--- config.mk ---
export PLATFORM = sky130hd
export DESIGN_NAME = trigger_output_unit
export DESIGN_NICKNAME = d
export VERILOG_FILES = /design/src/rtl/trigger_output_unit.v /design/src/rtl/width_accum.v
export VERILOG_INCLUDE_DIRS = /design/src /design/src/rtl
export SDC_FILE = /design/constraint.sdc
export NUM_CORES = 1
export LEC_CHECK = 0
export BUFFER_PORTS_ARGS = -buffer_cell sky130_fd_sc_hd__buf_4
export CORE_UTILIZATION = 50
export DETAILED_ROUTE_END_ITERATION = 8
export HOLD_SLACK_MARGIN = 0.03
export PLACE_DENSITY_LB_ADDON = 0.05
export SKIP_LAST_GASP = 1
export SYNTH_ARGS = -nofsm -noshare
export SYNTH_HDL_FRONTEND = slang
export SYNTH_SLANG_ARGS = --single-unit
--- constraint.sdc ---
create_clock -name pclk -period 5.7 [get_ports pclk]
set_clock_uncertainty 0.15 [all_clocks]
set_input_delay 0.285 -clock pclk [delete_from_list [all_inputs] [get_ports pclk]]
set_output_delay 0.285 -clock pclk [all_outputs]
set_load 0.03 [all_outputs]
--- src/rtl/trigger_unit_map.vh ---
`ifndef TRIGGER_UNIT_MAP_VH
`define TRIGGER_UNIT_MAP_VH

// Register indices; the byte address on the APB bus is four times the index.
`define IDX_ERROR_STATUS 10'h200
`define IDX_ACTIVE_STATUS 10'h202
`define IDX_DONE_STATUS 10'h204
`define IDX_UNIT_ENABLE 10'h206
`define IDX_SW_RESET 10'h208
`define IDX_IRQ_ENABLE 10'h20c
`define IDX_TGT_NS_LOW 10'h210
`define IDX_TGT_NS_HIGH 10'h212
`define IDX_TGT_SEC_LOW 10'h214
`define IDX_TGT_SEC_HIGH 10'h216
`define IDX_MODE_PIN_CFG 10'h218
`define IDX_PULSE_WIDTH 10'h21a
`define IDX_CYCLE_WIDTH_A 10'h21c
`define IDX_CYCLE_WIDTH_B 10'h21e
`define IDX_CYCLE_COUNT 10'h220
`define IDX_SHIFT_PATTERN 10'h222
`define IDX_CLK_EDGE_SEL 10'h248

// Fields of the mode and pin configuration register; EDGE_SEL_BIT is in the edge select register.
`define CFG_PIN_MSB 3
`define CFG_PIN_LSB 0
`define CFG_MODE_MSB 6
`define CFG_MODE_LSB 4
`define CFG_NOTIFY_BIT 8
`define CFG_START_NOW_BIT 9
`define CFG_CASCADE_BIT 10
`define EDGE_SEL_BIT 7

// Waveform type codes.
`define MODE_NEG_EDGE 3'h0
`define MODE_POS_EDGE 3'h1
`define MODE_NEG_PULSE 3'h2
`define MODE_POS_PULSE 3'h3
`define MODE_NEG_PERIOD 3'h4
`define MODE_POS_PERIOD 3'h5
`define MODE_PATTERN 3'h6

// Reset values.
`define RST_16 16'h0000
`define RST_PIN_VEC 12'h000

// Timing: clock period and cascade lead time in ns, lead in cycles.
`define CLK_PERIOD_NS 8
`define CASCADE_LEAD_NS 8
`define CASCADE_LEAD_CYC ((`CASCADE_LEAD_NS + `CLK_PERIOD_NS - 1) / `CLK_PERIOD_NS)
`define PIN_COUNT 12

`endif

--- src/rtl/trigger_output_unit.v ---
// Summary of operation
// - The unit raises a notification when its sequence completes or fails.
// - The configured waveform appears on the chosen pin from the programmed start time.
// - Changing the pin while high drops the old pin and raises the new one.
// - Four 16-bit target registers hold seconds and nanoseconds; output starts on match.
// - Waveform code 010 gives one low-going pulse.
// - Waveform code 011 gives one high-going pulse.
// - Pulse width or periodic high time is a 16-bit count of 8 ns steps.
// - Bits 3 to 0 of the mode register choose the driven pin.
// - Notification needs both the notify bit and the unit interrupt enable bit.
// - The unit acts only once its bit in the shared enable register is set.
// - Single mode drives the inactive level as soon as the unit is enabled.
// - Cascade mode drives the inactive level 8 ns before the target time.
// - The start-now bit starts output at once without waiting for the target.
// - Waveform code 101 gives a positive periodic signal with programmed high time.
// - Cycle or bit width is a 32-bit value in 1 ns units from two registers.
// - A zero cycle count makes periodic output run until stopped.
// - A nonzero cycle count limits periodic output to exactly that many cycles.
// - Waveform code 110 shifts out the 16-bit pattern register.
// - Each pattern bit lasts the programmed width; the pattern shifts N times.
// - Timing is quantised to 8 ns; for one unit only, an edge select bit trims duty variation.
// - Shared status registers report done, error and active, one bit per unit.
//
// Local design decision: the APB interface to the registers.
`timescale 1ns/100ps
`include "trigger_unit_map.vh"

module trigger_output_unit #(
	parameter UNIT_INDEX = 0,
	parameter EDGE_SEL_UNIT = 1
) (
	input wire pclk,
	input wire presetn,
	input wire [11:0] paddr,
	input wire psel,
	input wire penable,
	input wire pwrite,
	input wire [31:0] pwdata,
	output reg [31:0] prdata,
	output reg pready,
	output reg pslverr,
	input wire [31:0] ptp_sec,
	input wire [31:0] ptp_ns,
	output reg [11:0] gpio_out,
	output reg [11:0] gpio_oe,
	output reg notify_irq
);
	localparam [3:0] S_IDLE = 4'b0001;
	localparam [3:0] S_WAIT = 4'b0010;
	localparam [3:0] S_RUN = 4'b0100;
	localparam [3:0] S_HALT = 4'b1000;

	reg [3:0] state_reg;
	reg [15:0] tgt_ns_low_reg, tgt_ns_high_reg, tgt_sec_low_reg, tgt_sec_high_reg;
	reg [15:0] mode_pin_config_reg, pulse_width_reg, cycle_width_a_reg, cycle_width_b_reg;
	reg [15:0] cycle_count_reg, shift_pattern_reg, edge_select_reg;
	reg unit_enable_reg, irq_enable_reg, done_reg, error_reg;
	reg enable_seen_reg, level_reg, drive_reg;
	reg [15:0] hi_cnt_reg, cyc_cnt_reg, shifter_reg;
	reg access_reg, state_next_halt;
	reg [31:0] rdata_next;
	reg unmapped_next;
	reg [11:0] out_next, oe_next;
	wire [63:0] now, target, lead_now;
	wire [2:0] mode;
	wire [3:0] pin;
	wire active_high, single_shot, periodic, cascade, start_now;
	wire wr, sw_reset, enable_rise, reached, lead_reached, past;
	wire tick;
	wire finite_end;
	wire [31:0] cycle_width;
	wire [15:0] unit_bit;

	// Word index match for the decoder.
	function idx_hit;
		input [11:0] addr;
		input [9:0] idx;
		begin
			idx_hit = (addr[11:2] == idx);
		end
	endfunction

	// Active level of the waveform: high for positive modes and the pattern.
	function level_active;
		input [2:0] m;
		begin
			level_active = (m == `MODE_POS_EDGE) || (m == `MODE_POS_PULSE) ||
				(m == `MODE_POS_PERIOD) || (m == `MODE_PATTERN);
		end
	endfunction

	assign unit_bit = 16'h0001 << UNIT_INDEX;
	assign mode = mode_pin_config_reg[`CFG_MODE_MSB:`CFG_MODE_LSB];
	assign pin = mode_pin_config_reg[`CFG_PIN_MSB:`CFG_PIN_LSB];
	assign cascade = mode_pin_config_reg[`CFG_CASCADE_BIT];
	assign start_now = mode_pin_config_reg[`CFG_START_NOW_BIT];
	assign active_high = level_active(mode);
	assign single_shot = (mode == `MODE_NEG_PULSE) || (mode == `MODE_POS_PULSE);
	assign periodic = (mode == `MODE_NEG_PERIOD) || (mode == `MODE_POS_PERIOD);
	assign cycle_width = {cycle_width_b_reg, cycle_width_a_reg};

	// Start time comparison against the precision clock.
	assign now = {ptp_sec, ptp_ns};
	assign target = {tgt_sec_high_reg, tgt_sec_low_reg, tgt_ns_high_reg, tgt_ns_low_reg};
	assign lead_now = now + (`CASCADE_LEAD_CYC * `CLK_PERIOD_NS);
	assign reached = (now >= target);
	assign lead_reached = (lead_now >= target);
	assign past = (now > target);

	assign wr = psel && penable && access_reg && pwrite;
	assign sw_reset = wr && idx_hit(paddr, `IDX_SW_RESET) && |(pwdata[15:0] & unit_bit);
	assign enable_rise = unit_enable_reg && !enable_seen_reg;
	assign finite_end = (cycle_count_reg != 16'h0000) && (cyc_cnt_reg + 16'h0001 >= cycle_count_reg);

	// The edge select bit only exists for one unit; it trades mean frequency for fixed duty.
	width_accum u_accum (
		.pclk(pclk),
		.presetn(presetn),
		.clear(state_reg != S_RUN),
		.run(state_reg == S_RUN),
		.fixed_duty(edge_select_reg[`EDGE_SEL_BIT] && (UNIT_INDEX == EDGE_SEL_UNIT)),
		.width(cycle_width),
		.tick_reg(tick)
	);

	// APB setup phase: decode and latch read data so the access phase answers from flops.
	always @*
	begin
		rdata_next = 32'h00000000;
		unmapped_next = 1'b0;
		if (idx_hit(paddr, `IDX_ERROR_STATUS)) rdata_next[15:0] = error_reg ? unit_bit : 16'h0000;
		else if (idx_hit(paddr, `IDX_ACTIVE_STATUS))
			rdata_next[15:0] = (state_reg & (S_WAIT | S_RUN)) != 4'b0000 ? unit_bit : 16'h0000;
		else if (idx_hit(paddr, `IDX_DONE_STATUS)) rdata_next[15:0] = done_reg ? unit_bit : 16'h0000;
		else if (idx_hit(paddr, `IDX_UNIT_ENABLE)) rdata_next[15:0] = unit_enable_reg ? unit_bit : 16'h0000;
		else if (idx_hit(paddr, `IDX_SW_RESET)) rdata_next = 32'h00000000;
		else if (idx_hit(paddr, `IDX_IRQ_ENABLE)) rdata_next[15:0] = irq_enable_reg ? unit_bit : 16'h0000;
		else if (idx_hit(paddr, `IDX_TGT_NS_LOW)) rdata_next[15:0] = tgt_ns_low_reg;
		else if (idx_hit(paddr, `IDX_TGT_NS_HIGH)) rdata_next[15:0] = tgt_ns_high_reg;
		else if (idx_hit(paddr, `IDX_TGT_SEC_LOW)) rdata_next[15:0] = tgt_sec_low_reg;
		else if (idx_hit(paddr, `IDX_TGT_SEC_HIGH)) rdata_next[15:0] = tgt_sec_high_reg;
		else if (idx_hit(paddr, `IDX_MODE_PIN_CFG)) rdata_next[15:0] = mode_pin_config_reg;
		else if (idx_hit(paddr, `IDX_PULSE_WIDTH)) rdata_next[15:0] = pulse_width_reg;
		else if (idx_hit(paddr, `IDX_CYCLE_WIDTH_A)) rdata_next[15:0] = cycle_width_a_reg;
		else if (idx_hit(paddr, `IDX_CYCLE_WIDTH_B)) rdata_next[15:0] = cycle_width_b_reg;
		else if (idx_hit(paddr, `IDX_CYCLE_COUNT)) rdata_next[15:0] = cycle_count_reg;
		else if (idx_hit(paddr, `IDX_SHIFT_PATTERN)) rdata_next[15:0] = shift_pattern_reg;
		else if (idx_hit(paddr, `IDX_CLK_EDGE_SEL)) rdata_next[15:0] = edge_select_reg;
		else unmapped_next = 1'b1;
	end

	// Bus handshake: one access phase, pready high with no wait state.
	always @(posedge pclk or negedge presetn)
	begin
		if (!presetn)
		begin
			access_reg <= 1'b0;
			prdata <= 32'h00000000;
			pready <= 1'b0;
			pslverr <= 1'b0;
		end
		else
		begin
			access_reg <= psel && !penable;
			pready <= psel && !penable;
			pslverr <= psel && !penable && unmapped_next;
			if (psel && !penable && !pwrite)
				prdata <= rdata_next;
			else
				prdata <= 32'h00000000;
		end
	end

	// Configuration registers written by software; start-now is consumed by hardware.
	always @(posedge pclk or negedge presetn)
	begin
		if (!presetn)
		begin
			tgt_ns_low_reg <= `RST_16;
			tgt_ns_high_reg <= `RST_16;
			tgt_sec_low_reg <= `RST_16;
			tgt_sec_high_reg <= `RST_16;
			mode_pin_config_reg <= `RST_16;
			pulse_width_reg <= `RST_16;
			cycle_width_a_reg <= `RST_16;
			cycle_width_b_reg <= `RST_16;
			cycle_count_reg <= `RST_16;
			shift_pattern_reg <= `RST_16;
			edge_select_reg <= `RST_16;
			unit_enable_reg <= 1'b0;
			irq_enable_reg <= 1'b0;
		end
		else
		begin
			if ((state_reg == S_WAIT) && start_now)
				mode_pin_config_reg[`CFG_START_NOW_BIT] <= 1'b0;
			if (sw_reset)
				unit_enable_reg <= 1'b0;
			if (wr)
			begin
				if (idx_hit(paddr, `IDX_TGT_NS_LOW)) tgt_ns_low_reg <= pwdata[15:0];
				else if (idx_hit(paddr, `IDX_TGT_NS_HIGH)) tgt_ns_high_reg <= pwdata[15:0];
				else if (idx_hit(paddr, `IDX_TGT_SEC_LOW)) tgt_sec_low_reg <= pwdata[15:0];
				else if (idx_hit(paddr, `IDX_TGT_SEC_HIGH)) tgt_sec_high_reg <= pwdata[15:0];
				else if (idx_hit(paddr, `IDX_MODE_PIN_CFG)) mode_pin_config_reg <= pwdata[15:0];
				else if (idx_hit(paddr, `IDX_PULSE_WIDTH)) pulse_width_reg <= pwdata[15:0];
				else if (idx_hit(paddr, `IDX_CYCLE_WIDTH_A)) cycle_width_a_reg <= pwdata[15:0];
				else if (idx_hit(paddr, `IDX_CYCLE_WIDTH_B)) cycle_width_b_reg <= pwdata[15:0];
				else if (idx_hit(paddr, `IDX_CYCLE_COUNT)) cycle_count_reg <= pwdata[15:0];
				else if (idx_hit(paddr, `IDX_SHIFT_PATTERN)) shift_pattern_reg <= pwdata[15:0];
				else if (idx_hit(paddr, `IDX_CLK_EDGE_SEL)) edge_select_reg <= pwdata[15:0];
				else if (idx_hit(paddr, `IDX_UNIT_ENABLE)) unit_enable_reg <= pwdata[UNIT_INDEX];
				else if (idx_hit(paddr, `IDX_IRQ_ENABLE)) irq_enable_reg <= pwdata[UNIT_INDEX];
			end
		end
	end

	// Sticky done and error: hardware set wins over a write-one clear in the same cycle.
	always @(posedge pclk or negedge presetn)
	begin
		if (!presetn)
		begin
			done_reg <= 1'b0;
			error_reg <= 1'b0;
			notify_irq <= 1'b0;
		end
		else
		begin
			if (state_reg == S_RUN && (state_next_halt))
				done_reg <= 1'b1;
			else if (wr && idx_hit(paddr, `IDX_DONE_STATUS) && pwdata[UNIT_INDEX])
				done_reg <= 1'b0;
			if (enable_rise && past && !start_now && state_reg == S_IDLE)
				error_reg <= 1'b1;
			else if (wr && idx_hit(paddr, `IDX_ERROR_STATUS) && pwdata[UNIT_INDEX])
				error_reg <= 1'b0;
			notify_irq <= (done_reg || error_reg) && mode_pin_config_reg[`CFG_NOTIFY_BIT] &&
				irq_enable_reg;
		end
	end

	// The run ends after one pulse, after the last counted cycle or shift, or at once for edges.
	always @*
	begin
		state_next_halt = 1'b0;
		if (mode == `MODE_NEG_EDGE || mode == `MODE_POS_EDGE)
			state_next_halt = 1'b1;
		else if (single_shot)
			state_next_halt = (hi_cnt_reg + 16'h0001 >= pulse_width_reg);
		else if (tick)
			state_next_halt = finite_end;
	end

	// Sequencer: idle, waiting for the target, running, halted until re-enabled.
	always @(posedge pclk or negedge presetn)
	begin
		if (!presetn)
		begin
			state_reg <= S_IDLE;
			enable_seen_reg <= 1'b0;
			level_reg <= 1'b0;
			drive_reg <= 1'b0;
			hi_cnt_reg <= 16'h0000;
			cyc_cnt_reg <= 16'h0000;
			shifter_reg <= 16'h0000;
		end
		else if (sw_reset || !unit_enable_reg)
		begin
			// Software reset drops the level so a later pin change cannot raise the new pin.
			state_reg <= S_IDLE;
			enable_seen_reg <= unit_enable_reg && !sw_reset;
			level_reg <= 1'b0;
			drive_reg <= 1'b0;
		end
		else
		begin
			enable_seen_reg <= 1'b1;
			case (state_reg)
				S_IDLE:
				begin
					if (enable_rise && past && !start_now)
						state_reg <= S_HALT;
					else if (enable_rise)
					begin
						state_reg <= S_WAIT;
						if (!cascade)
						begin
							level_reg <= !active_high;
							drive_reg <= 1'b1;
						end
					end
				end
				S_WAIT:
				begin
					if (cascade && lead_reached && !drive_reg)
					begin
						level_reg <= !active_high;
						drive_reg <= 1'b1;
					end
					if (reached || start_now)
					begin
						state_reg <= S_RUN;
						drive_reg <= 1'b1;
						hi_cnt_reg <= 16'h0000;
						cyc_cnt_reg <= 16'h0000;
						shifter_reg <= {shift_pattern_reg[14:0], shift_pattern_reg[15]};
						level_reg <= (mode == `MODE_PATTERN) ? shift_pattern_reg[15] : active_high;
					end
				end
				S_RUN:
				begin
					hi_cnt_reg <= hi_cnt_reg + 16'h0001;
					if (state_next_halt)
					begin
						state_reg <= S_HALT;
						if (mode != `MODE_NEG_EDGE && mode != `MODE_POS_EDGE)
							level_reg <= !active_high;
					end
					else if (periodic && tick)
					begin
						// New cycle; zero count never ends the run.
						cyc_cnt_reg <= cyc_cnt_reg + 16'h0001;
						hi_cnt_reg <= 16'h0000;
						level_reg <= active_high;
					end
					else if (periodic && (hi_cnt_reg + 16'h0001 >= pulse_width_reg))
						level_reg <= !active_high;
					else if ((mode == `MODE_PATTERN) && tick)
					begin
						cyc_cnt_reg <= cyc_cnt_reg + 16'h0001;
						level_reg <= shifter_reg[15];
						shifter_reg <= {shifter_reg[14:0], shifter_reg[15]};
					end
				end
				S_HALT:
					state_reg <= S_HALT;
				default:
					state_reg <= S_IDLE;
			endcase
		end
	end

	// Pin routing follows the live selection, so a rewrite moves a high level at once.
	always @*
	begin
		out_next = `RST_PIN_VEC;
		oe_next = `RST_PIN_VEC;
		if (drive_reg && pin < `PIN_COUNT)
		begin
			out_next[pin] = level_reg;
			oe_next[pin] = 1'b1;
		end
	end

	always @(posedge pclk or negedge presetn)
	begin
		if (!presetn)
		begin
			gpio_out <= `RST_PIN_VEC;
			gpio_oe <= `RST_PIN_VEC;
		end
		else
		begin
			gpio_out <= out_next;
			gpio_oe <= oe_next;
		end
	end
endmodule // trigger_output_unit

--- src/rtl/width_accum.v ---
`timescale 1ns/100ps
`include "trigger_unit_map.vh"

// Accumulates elapsed time in 1 ns units at one clock period per cycle and
// pulses tick_reg when a full cycle or bit width has passed.
module width_accum (
	input wire pclk,
	input wire presetn,
	input wire clear,
	input wire run,
	input wire fixed_duty,
	input wire [31:0] width,
	output reg tick_reg
);
	reg [32:0] acc_reg;
	wire [32:0] sum;

	assign sum = acc_reg + 33'd`CLK_PERIOD_NS;

	// Carrying the remainder keeps the mean frequency exact at the cost of
	// duty-cycle jitter; fixed duty restarts each cycle and rounds the period up.
	always @(posedge pclk or negedge presetn)
	begin
		if (!presetn)
		begin
			acc_reg <= 33'h000000000;
			tick_reg <= 1'b0;
		end
		else if (clear)
		begin
			acc_reg <= 33'd`CLK_PERIOD_NS; // One period pre-loaded covers the cycle lost to the registered tick.
			tick_reg <= 1'b0;
		end
		else if (run && (sum >= {1'b0, width}))
		begin
			acc_reg <= fixed_duty ? 33'h000000000 : (sum - {1'b0, width});
			tick_reg <= 1'b1;
		end
		else
		begin
			acc_reg <= run ? sum : acc_reg;
			tick_reg <= 1'b0;
		end
	end
endmodule // width_accum

* Yosys cells after proc, flatten, opt, wreduce, memory -nomap -nowiden
Cells that the tools add are included.
Storage, ports and cells: output and inout port bits 59, logic and storage cells 299, input bits 113, register bits after elaboration 328
Operators by class: magnitude comparators 9, add/subtract/negate cells 5, bitwise gates (word level) 14, reduce and logical (&&, ||, !) cells 76, mux-type cells 119, equality and inequality tests 45
Operator list (count):
- $mux W16 | 30
- $eq A10 B10 Y1 const B | 17
- $ge A64 B64 Y1 | 2
- $mux W33 | 3
- $pmux W16 S2 | 3
- $mux W1 | 66
- $add A64 B4 Y64 const B | 1
- $gt A64 B64 Y1 | 1
- $mux W10 | 6
- $add A33 B4 Y33 const B | 1
- $ge A33 B32 Y1 | 1
- $sub A33 B32 Y33 | 1
- $add A16 B1 Y16 const B | 2
- $ge A16 B16 Y1 | 2
- $logic_and A1 B1 Y1 | 31
- $mux W12 | 2
- $reduce_and A7 Y1 | 3
- $mux W4 | 5
- $pmux W4 S4 | 1
- $reduce_bool A16 Y1 | 1
- $reduce_and A14 Y1 | 1
- $not A1 Y1 | 13
- $and A12 B12 Y12 | 1
- $reduce_and A12 Y1 | 1
- other kinds (37) | 73

* Depth between registers and ports, before layout
Gate-level depths: netlist of the first run.
depth after elaboration 19, mapped depth 23

* Hierarchy
Synthesis of the first run repeated with hierarchy kept, for this count alone.
Second synthesis, totals: cell total of the unflattened synthesis 2376, area total of the unflattened synthesis 21717.1 µm²
By module, submodules not included:
- trigger_output_unit | times used 1, area an instance 17514.3 µm², cells an instance 1829, sequential area each 6957.9 µm²
- width_accum | times used 1, area an instance 4202.8 µm², cells an instance 547, sequential area each 850.8 µm²

* Worst setup path before layout of the first run
Ideal clock, no wire load.
path type input port to flip-flop, start input ptp_ns[10], end register level_reg, buffers on the path 2, data required time 5425 ps, setup slack 929 ps, arrival time 4497 ps, setup time 125 ps, cell stages on the path 20, cells stage by stage clkbuf_1 > nand4_1 > nor2_1 > and4_1 > nand4_1 > nor2_1 > nand2_1 > nor2_1 > and4_1 > clkbuf_1 > nand4_1 > xnor2_1 > ha_1 > nand4_1 > or4_1 > a2111oi_0 > nor3_1 > o21ba_2 > a21boi_1 > mux2_2
Between the ends: word-level cells in the longest chain between the ends 6, elaborated cells between the ends (all ways) 15, those cells by class add/sub: 1; order compare: 3; eq/ne: 2; mux: 3; reduce/logical: 6
Ends and longest elaborated chain:
- start: declaration | RTL line trigger_output_unit.v:43 | input wire [31:0] ptp_ns,
- $add A64 B4 Y64 | RTL line trigger_output_unit.v:105 | assign lead_now = now + (`CASCADE_LEAD_CYC * `CLK_PERIOD_NS);
- $ge A64 B64 Y1 | RTL line trigger_output_unit.v:107 | assign lead_reached = (lead_now >= target);
- $logic_and A1 B1 Y1 (2 in series) | RTL line trigger_output_unit.v:295 | if (cascade && lead_reached && !drive_reg)
- $ne A4 B1 Y1 (no source line)
- $reduce_and A7 Y1 (no source line)
- end signal: assignment | RTL line trigger_output_unit.v:288 | level_reg <= !active_high;
- end signal: assignment | RTL line trigger_output_unit.v:297 | level_reg <= !active_high;
- end signal: assignment | RTL line trigger_output_unit.v:307 | level_reg <= (mode == `MODE_PATTERN) ? shift_pattern_reg[15] : active_high;
- end: declaration | RTL line trigger_output_unit.v:58 | reg enable_seen_reg, level_reg, drive_reg;
Parallel ways exist; a longest one is shown, timed or not. A chain may end at the register's enable or synchronous reset.

* Worst setup path after layout of the first run
start register hi_cnt_reg[0], end register shifter_reg[1]
Between the ends: word-level cells in the longest chain between the ends 6, elaborated cells between the ends (all ways) 8, those cells by class add/sub: 1; order compare: 1; eq/ne: 2; mux: 2; reduce/logical: 2
Ends and longest elaborated chain:
- start: declaration | RTL line trigger_output_unit.v:59 | reg [15:0] hi_cnt_reg, cyc_cnt_reg, shifter_reg;
- start signal: assignment | RTL line trigger_output_unit.v:312 | hi_cnt_reg <= hi_cnt_reg + 16'h0001;
- $add A16 B1 Y16 (*) | RTL line trigger_output_unit.v:249, trigger_output_unit.v:326
- $ge A16 B16 Y1 (*) | RTL line trigger_output_unit.v:249, trigger_output_unit.v:326
- $mux W1 | RTL line trigger_output_unit.v:248 | else if (single_shot)
- $mux W1 | RTL line trigger_output_unit.v:246 | if (mode == `MODE_NEG_EDGE || mode == `MODE_POS_EDGE)
- $ne A2 B2 Y1 (no source line)
- $reduce_and A7 Y1 (no source line) (*)
- end signal: assignment | RTL line trigger_output_unit.v:306 | shifter_reg <= {shift_pattern_reg[14:0], shift_pattern_reg[15]};
- end signal: assignment | RTL line trigger_output_unit.v:332 | shifter_reg <= {shifter_reg[14:0], shifter_reg[15]};
- end: declaration | RTL line trigger_output_unit.v:59
Mark *: on every way between the ends. The rest lies on a longest branch, timed or not.

==> results.ini, run 1 <==
[routing]
wl_per_cell_um = 21.49
drc = 0
vias_per_cell = 5.968
antenna_left = 0
finalWirelength_um = 65190
drt_iter0_markers = 1414
vias = 18107
first_pass_iters = 5

[sta]
slew_violations = 0
worstMarginPinSlew_ps = 1230
max_slew_margin_pct = 17.57
setup_viol = 0
period_share_pct = 88.38
max_freq_mhz = 198.5
rsz0062_at_grt = no
hold_violations = 0
period_minus_slack_ps = 5038
fin_ws_ps = 662.3
fin_tns_setup_ps = 0

[worst_setup_path]
crit_arrival_ps = 5330
crit_fanout = 16
critPathSlowestCell = a21oi_4
rrSetupSlack_ps = 660
crit_family = compound AO/OA/AOI/OAI gates
critPathKind = reg2reg
reg2reg_from = hi_cnt_reg[0]$_DFFE_PN0P_
crit_buf_inv = 0
cp-start-kind = flop
end_kind = flop
max_stage_delay_ps = 590
r2r-end = shifter_reg[1]$_DFFE_PN0P_
worstPathRequired_ps = 5990
worstRegToRegCells = 16
worstPathCellList = ha_1 -> nand3_1 -> nor2_1 -> nand3_1 -> nor2_1 -> xnor2_1 -> ha_1 -> a2111oi_0 -> o21ai_0 -> or3_1 -> a31oi_1 -> or2_2 -> a311o_1 -> nand4b_1 -> a21oi_4 -> mux2_2

[synthesis]
yosysTopAreaCellShare_pct = 36.94
yosysUniqueCellTypes = 76
synth_area_leader_cell = dfrtp_1
yosys_register_bits = 312
syn_inst = 2358
ys_warn_count = 0
seq_area_frac_synth_pct = 37.07
avgSynthCellArea_sq_um = 8.934
synth_edf_count = 0
synthFlopType = dfrtp_1
synth_area_sq_um = 21070
yosys-top-cells-area = dfrtp_1 37%, ha_1 11%, nand2_1 5.2%
ys_async_sr_fraction_pct = 100.0

[global_route]
grt_start_max_net_pins = 127
overflow = 0
antenna_found_initial = 3
first_global_vias = 17802
grt_pass1_wl_um = 101600
grtUsageTotal_pct = 30.38

[hold_path]
hp-class = in2reg
hp-start = paddr[7]
min_to = done_reg$_DFFE_PN0P_
holdPathStages = 5

[finish]
layout_common_cells = 311 x dfrtp_1, 292 x nand2_1, 193 x ha_1, 172 x o21ai_0
drive_gt1_share_pct = 13.76
largest_reg_flops = 33
final_core_util_pct = 58.06
layout_commonest_cell = dfrtp_1
syn2layout_area_growth_pct = 13.56
seq_area_sq_um = 7809
nFillCells = 3737
nNetsFinal = 2779
multi_input_area_sq_um = 12170

[floorplan]
ios = 172
core-area_sq_um = 41200
die_area_sq_um = 42950
die_h_um = 207.3
rows = 74
initial_core_util_pct = 51.13
die_width_um = 207.3

[cts]
cts_sinks = 312
cts_tree = built
cts_buffers = 37
clock_path_buffers = 3
cts_setup_buffers = 0
clk_latency_ps = 560
htreeDepth = 2
ctsHoldBuffers = 24
cts_resized = 0
path_clk_slew_ps = 60
cts_root_buf = clkbuf_16

[power_and_ir_drop]
report.power.total_w = 0.004904
p_leak_nw = 11.47
ir_drop_mv = 0.2340
p_per_area_nw_per_um2 = 205.0

[place]
pre_cts_ws_ps = 275.0
dp_hpwl_um = 48460
numPortBuffers = 137
gp_congestion = 0.9136

[status]
status = finished, final reports clean

[run]
maxCapViolations = 0

## worst max-delay path by stage
stage	start	end	slack, ps	cells after the start
after CTS	hi_cnt_reg[0]$_DFFE_PN0P_	shifter_reg[1]$_DFFE_PN0P_	620	16
final	hi_cnt_reg[0]$_DFFE_PN0P_	shifter_reg[1]$_DFFE_PN0P_	660	16
after detailed placement	ptp_ns[10]	level_reg$_DFFE_PN0P_	270	19
after floorplan	ptp_ns[10]	level_reg$_DFFE_PN0P_	930	20
after global placement	ptp_ns[10]	level_reg$_DFFE_PN0P_	380	19
after global routing	hi_cnt_reg[0]$_DFFE_PN0P_	shifter_reg[4]$_DFFE_PN0P_	150	16
## cells in the mapped netlist (all sizes together), types with 18 or more instances
| cell type | number |
|---|---|
| dfrtp | 311 |
| nand2 | 292 |
| ha | 193 |
| o21ai | 172 |
| a21oi | 163 |
| inv | 161 |
| nor2 | 132 |
| mux2 | 99 |
| clkbuf | 96 |
| xnor2 | 93 |
| nand3 | 84 |
| xor2 | 51 |
| nand4 | 46 |
| and3 | 45 |
| nor3 | 34 |
| o221ai | 29 |
| mux2i | 28 |
| nand2b | 28 |
| o22ai | 28 |
| buf | 26 |
| a211oi | 24 |
| a21o | 23 |
| nor4 | 19 |
| nor2b | 18 |
## through the flow
step / instances / hold slack [ps] / area, sq um
after CTS: 3032 / 30.87 / 23920
after global routing: 3032 / 54.53 / 23920
after global placement: 2941 / 235.4 / 22460
after floorplan: 2373 / -160.6 / 21120
after detailed placement: 2941 / 237.7 / 22460
final: 3034 / 57.85 / 23920
## layout make-up
cell class              count  share of cell area (%)
multi-input cells        1778                   50.88
flip-flops and latches    312                   32.64
repair buffers            182                   6.046
clock buffers              53                   4.540
well taps                 532                   2.783
inverters                 161                   2.526
clock inverters            14                  0.5649
diodes                      2                 0.02092
## where the power goes
| part | total [W] | internal, W | switching [W] |
|---|---|---|---|
| combinational | 0.000329 | 0.000116 | 0.000214 |
| clock | 0.00235 | 0.00138 | 0.000970 |
| sequential | 0.00222 | 0.00222 | 0.00000316 |
## logic make-up after synthesis
group	count (synthesis)	share of synthesized area [%]
xor gates and xnor gates	144	5.987
DFF	312	37.07
other	1	0.01780
and+or+nand+nor	754	17.17
muxes	127	6.801
buffers and inverters	283	5.518
adders and majority gates	194	11.56
AOI/OAI and AO/OA	543	15.88
## worst register-to-register path, cell delays in order, from the launching register on
cell	delay, ps
dfrtp_1	430
ha_1	260
nand3_1	170
nor2_1	240
nand3_1	240
nor2_1	190
xnor2_1	150
ha_1	270
a2111oi_0	440
o21ai_0	140
or3_1	360
a31oi_1	130
or2_2	160
a311o_1	370
nand4b_1	210
a21oi_4	590
mux2_2	410
## routing by layer
metal / track usage [%] / vias up / wire length [um]
li1: - / 8590 / -
met1: 40.92 / 8789 / 28810
met2: 50.45 / 592 / 30540
met3: 4.750 / 132 / 3917
met4: 9.135 / 4 / 1896
met5: 0 / - / 26
No activity file was read; power rests on OpenSTA's default activity.
==> run 2: changes to the inputs <==
--- a/config.mk
+++ b/config.mk
@@ -10,7 +10,8 @@
 export CORE_UTILIZATION = 50
 export DETAILED_ROUTE_END_ITERATION = 8
 export HOLD_SLACK_MARGIN = 0.03
-export PLACE_DENSITY_LB_ADDON = 0.05
+export MAX_ROUTING_LAYER = met4
+export PLACE_DENSITY = 0.77
 export SKIP_LAST_GASP = 1
 export SYNTH_ARGS = -nofsm -noshare
 export SYNTH_HDL_FRONTEND = slang
==> results.ini, run 2 (synthesized netlist as in run 1, its figures left out) <==
[worst_setup_path]
worstPathCellList = ha_1 -> nand3_1 -> nor2_1 -> nand3_1 -> nor2_1 -> xnor2_1 -> ha_1 -> a2111oi_0 -> o21ai_0 -> or3_1 -> a31oi_1 -> or2_2 -> a311o_1 -> nand2_1 -> nor3_2 -> a21oi_1 -> a31oi_1  ; was ha_1 -> nand3_1 -> nor2_1 -> nand3_1 -> nor2_1 -> xnor2_1 -> ha_1 -> a2111oi_0 -> o21ai_0 -> or3_1 -> a31oi_1 -> or2_2 -> a311o_1 -> nand4b_1 -> a21oi_4 -> mux2_2
crit_arrival_ps = 5520  ; was 5330 ps
crit_buf_inv = 0  ; unchanged
rrSetupSlack_ps = 470  ; was 660 ps
worstPathRequired_ps = 5990  ; about the same
max_stage_delay_ps = 710  ; was 590 ps
crit_family = simple AND/OR/NAND/NOR gates  ; was compound AO/OA/AOI/OAI gates
critPathSlowestCell = nor3_2  ; was a21oi_4
reg2reg_from = hi_cnt_reg[0]$_DFFE_PN0P_  ; unchanged
critPathKind = reg2reg  ; unchanged
crit_fanout = 9  ; was 16
r2r-end = cyc_cnt_reg[5]$_DFFE_PN0P_  ; was shifter_reg[1]$_DFFE_PN0P_
worstRegToRegCells = 17  ; was 16
end_kind = flop  ; unchanged
cp-start-kind = flop  ; unchanged

[routing]
drc = 0  ; unchanged
first_pass_iters = 5  ; unchanged
finalWirelength_um = 64670  ; was 65190 um
wl_per_cell_um = 21.33  ; was 21.49 um
drt_iter0_markers = 1813  ; was 1414
antenna_left = 0  ; unchanged
vias = 18724  ; was 18107
vias_per_cell = 6.175  ; was 5.968

[sta]
max_freq_mhz = 191.1  ; was 198.5 MHz
fin_tns_setup_ps = 0  ; unchanged
period_share_pct = 91.79  ; was 88.38%
fin_ws_ps = 467.9  ; was 662.3 ps
slew_violations = 0  ; unchanged
hold_violations = 0  ; unchanged
worstMarginPinSlew_ps = 1096  ; was 1230 ps
period_minus_slack_ps = 5232  ; was 5038 ps
max_slew_margin_pct = 26.69  ; was 17.57%
setup_viol = 0  ; unchanged
rsz0062_at_grt = no  ; unchanged

[status]
status = finished, final reports clean  ; unchanged

[finish]
fin_cells = 3032  ; was 3034
multi_input_area_sq_um = 12170  ; unchanged
largest_reg_flops = 33  ; unchanged
seq_area_sq_um = 7809  ; unchanged
nFillCells = 3515  ; was 3737
layout_commonest_cell = dfrtp_1  ; unchanged
nNetsFinal = 2781  ; was 2779
drive_gt1_share_pct = 13.89  ; was 13.76%
final_core_util_pct = 58.24  ; was 58.06%
syn2layout_area_growth_pct = 13.92  ; was 13.56%
layout_common_cells = 311 x dfrtp_1, 292 x nand2_1, 193 x ha_1, 172 x o21ai_0  ; unchanged
fin_area_sq_um = 24000  ; was 23920 sq um

[floorplan]
core-area_sq_um = 41200  ; unchanged
rows = 74  ; unchanged
die_area_sq_um = 42950  ; unchanged
ios = 172  ; unchanged
die_h_um = 207.3  ; unchanged
initial_core_util_pct = 51.13  ; unchanged
die_width_um = 207.3  ; unchanged

[power_and_ir_drop]
p_per_area_nw_per_um2 = 210.7  ; was 205.0 nW/um^2
p_leak_nw = 11.50  ; was 11.47 nW
ir_drop_mv = 0.1857  ; was 0.2340 mV

[hold_path]
min_to = pslverr$_DFF_PN0_  ; was done_reg$_DFFE_PN0P_
hp-class = in2reg  ; unchanged
hp-start = paddr[11]  ; was paddr[7]
holdPathStages = 4  ; was 5

[global_route]
grtUsageTotal_pct = 30.71  ; was 30.38%
grt_pass1_wl_um = 101000  ; was 101600 um
antenna_found_initial = 1  ; was 3
overflow = 0  ; unchanged
grt_start_max_net_pins = 181  ; was 127
first_global_vias = 18108  ; was 17802

[place]
dp_hpwl_um = 47880  ; was 48460 um
numPortBuffers = 137  ; unchanged
pre_cts_ws_ps = 383.8  ; was 275.0 ps
gp_congestion = 0.9794  ; was 0.9136
placed_cells = 2946  ; was 2941
postPlaceCellArea_sq_um = 22490  ; was 22460 sq um

[cts]
clock_path_buffers = 3  ; unchanged
ctsHoldBuffers = 23  ; was 24
cts_setup_buffers = 0  ; unchanged
path_clk_slew_ps = 70  ; was 60 ps
cts_root_buf = clkbuf_16  ; unchanged
cts_sinks = 312  ; unchanged
cts_tree = built  ; unchanged
clk_latency_ps = 530  ; was 560 ps
cts_resized = 0  ; unchanged
htreeDepth = 2  ; unchanged
cts_buffers = 35  ; was 37

[run]
maxCapViolations = 0  ; unchanged

## run 2: how the worst max path moves through the flow
| stage | cells past startpoint | to | startpoint | slack, ps |
|---|---|---|---|---|
| after floorplan | 20 | level_reg$_DFFE_PN0P_ | ptp_ns[10] | 930 |
| after global placement | 20 | level_reg$_DFFE_PN0P_ | ptp_ns[10] | 430 |
| after detailed placement | 20 | level_reg$_DFFE_PN0P_ | ptp_ns[10] | 380 |
| after CTS | 17 | cyc_cnt_reg[5]$_DFFE_PN0P_ | hi_cnt_reg[0]$_DFFE_PN0P_ | 530 |
| after global routing | 17 | cyc_cnt_reg[12]$_DFFE_PN0P_ | hi_cnt_reg[0]$_DFFE_PN0P_ | 140 |
| final | 17 | cyc_cnt_reg[5]$_DFFE_PN0P_ | hi_cnt_reg[0]$_DFFE_PN0P_ | 470 |
## run 2: final cells by class
type	instances	area share, %
clock inverter	15	0.9907
inverter	161	2.518
multi-input combinational	1778	50.72
sequential	312	32.54
antenna	1	0.01043
timing repair buffer	186	6.142
clock buffer	47	4.307
tap	532	2.774
## run 2: routing by layer
layer	track usage [%]	vias to the layer above	wire length, um
met5	-	-	0
met4	11.76	0	2472
met3	4.070	161	5116
met2	48.38	770	30190
met1	40.35	9209	26890
li1	-	8584	-
## run 2: power breakdown
part	switching [W]	internal [W]	leakage [nW]
Combinational	0.000218	0.000116	7.07
Clock	0.000953	0.00155	0.611
Sequential	0.00000364	0.00222	3.82
Total	0.00117	0.00388	11.5
## run 2: metrics by stage
| stage | hold WS (ps) | power, W |
|---|---|---|
| CTS | 64.42 | 0.005067 |
| global route | 76.84 | 0.005186 |
| detailed placement | 149.5 | 0.002580 |
| floorplan | -160.6 | 0.002402 |
| finish | 81.74 | 0.005055 |
| global placement | 140.7 | 0.002571 |
## run 2: worst register-to-register path, delay by kind of cell, from the launching register on
kind,cells,cell delay (ps)
and+or+nand+nor,8,2330
xor gates and xnor gates,1,160
DFF,1,430
AOI/OAI and AO/OA,6,1530
adders and majority gates,2,530
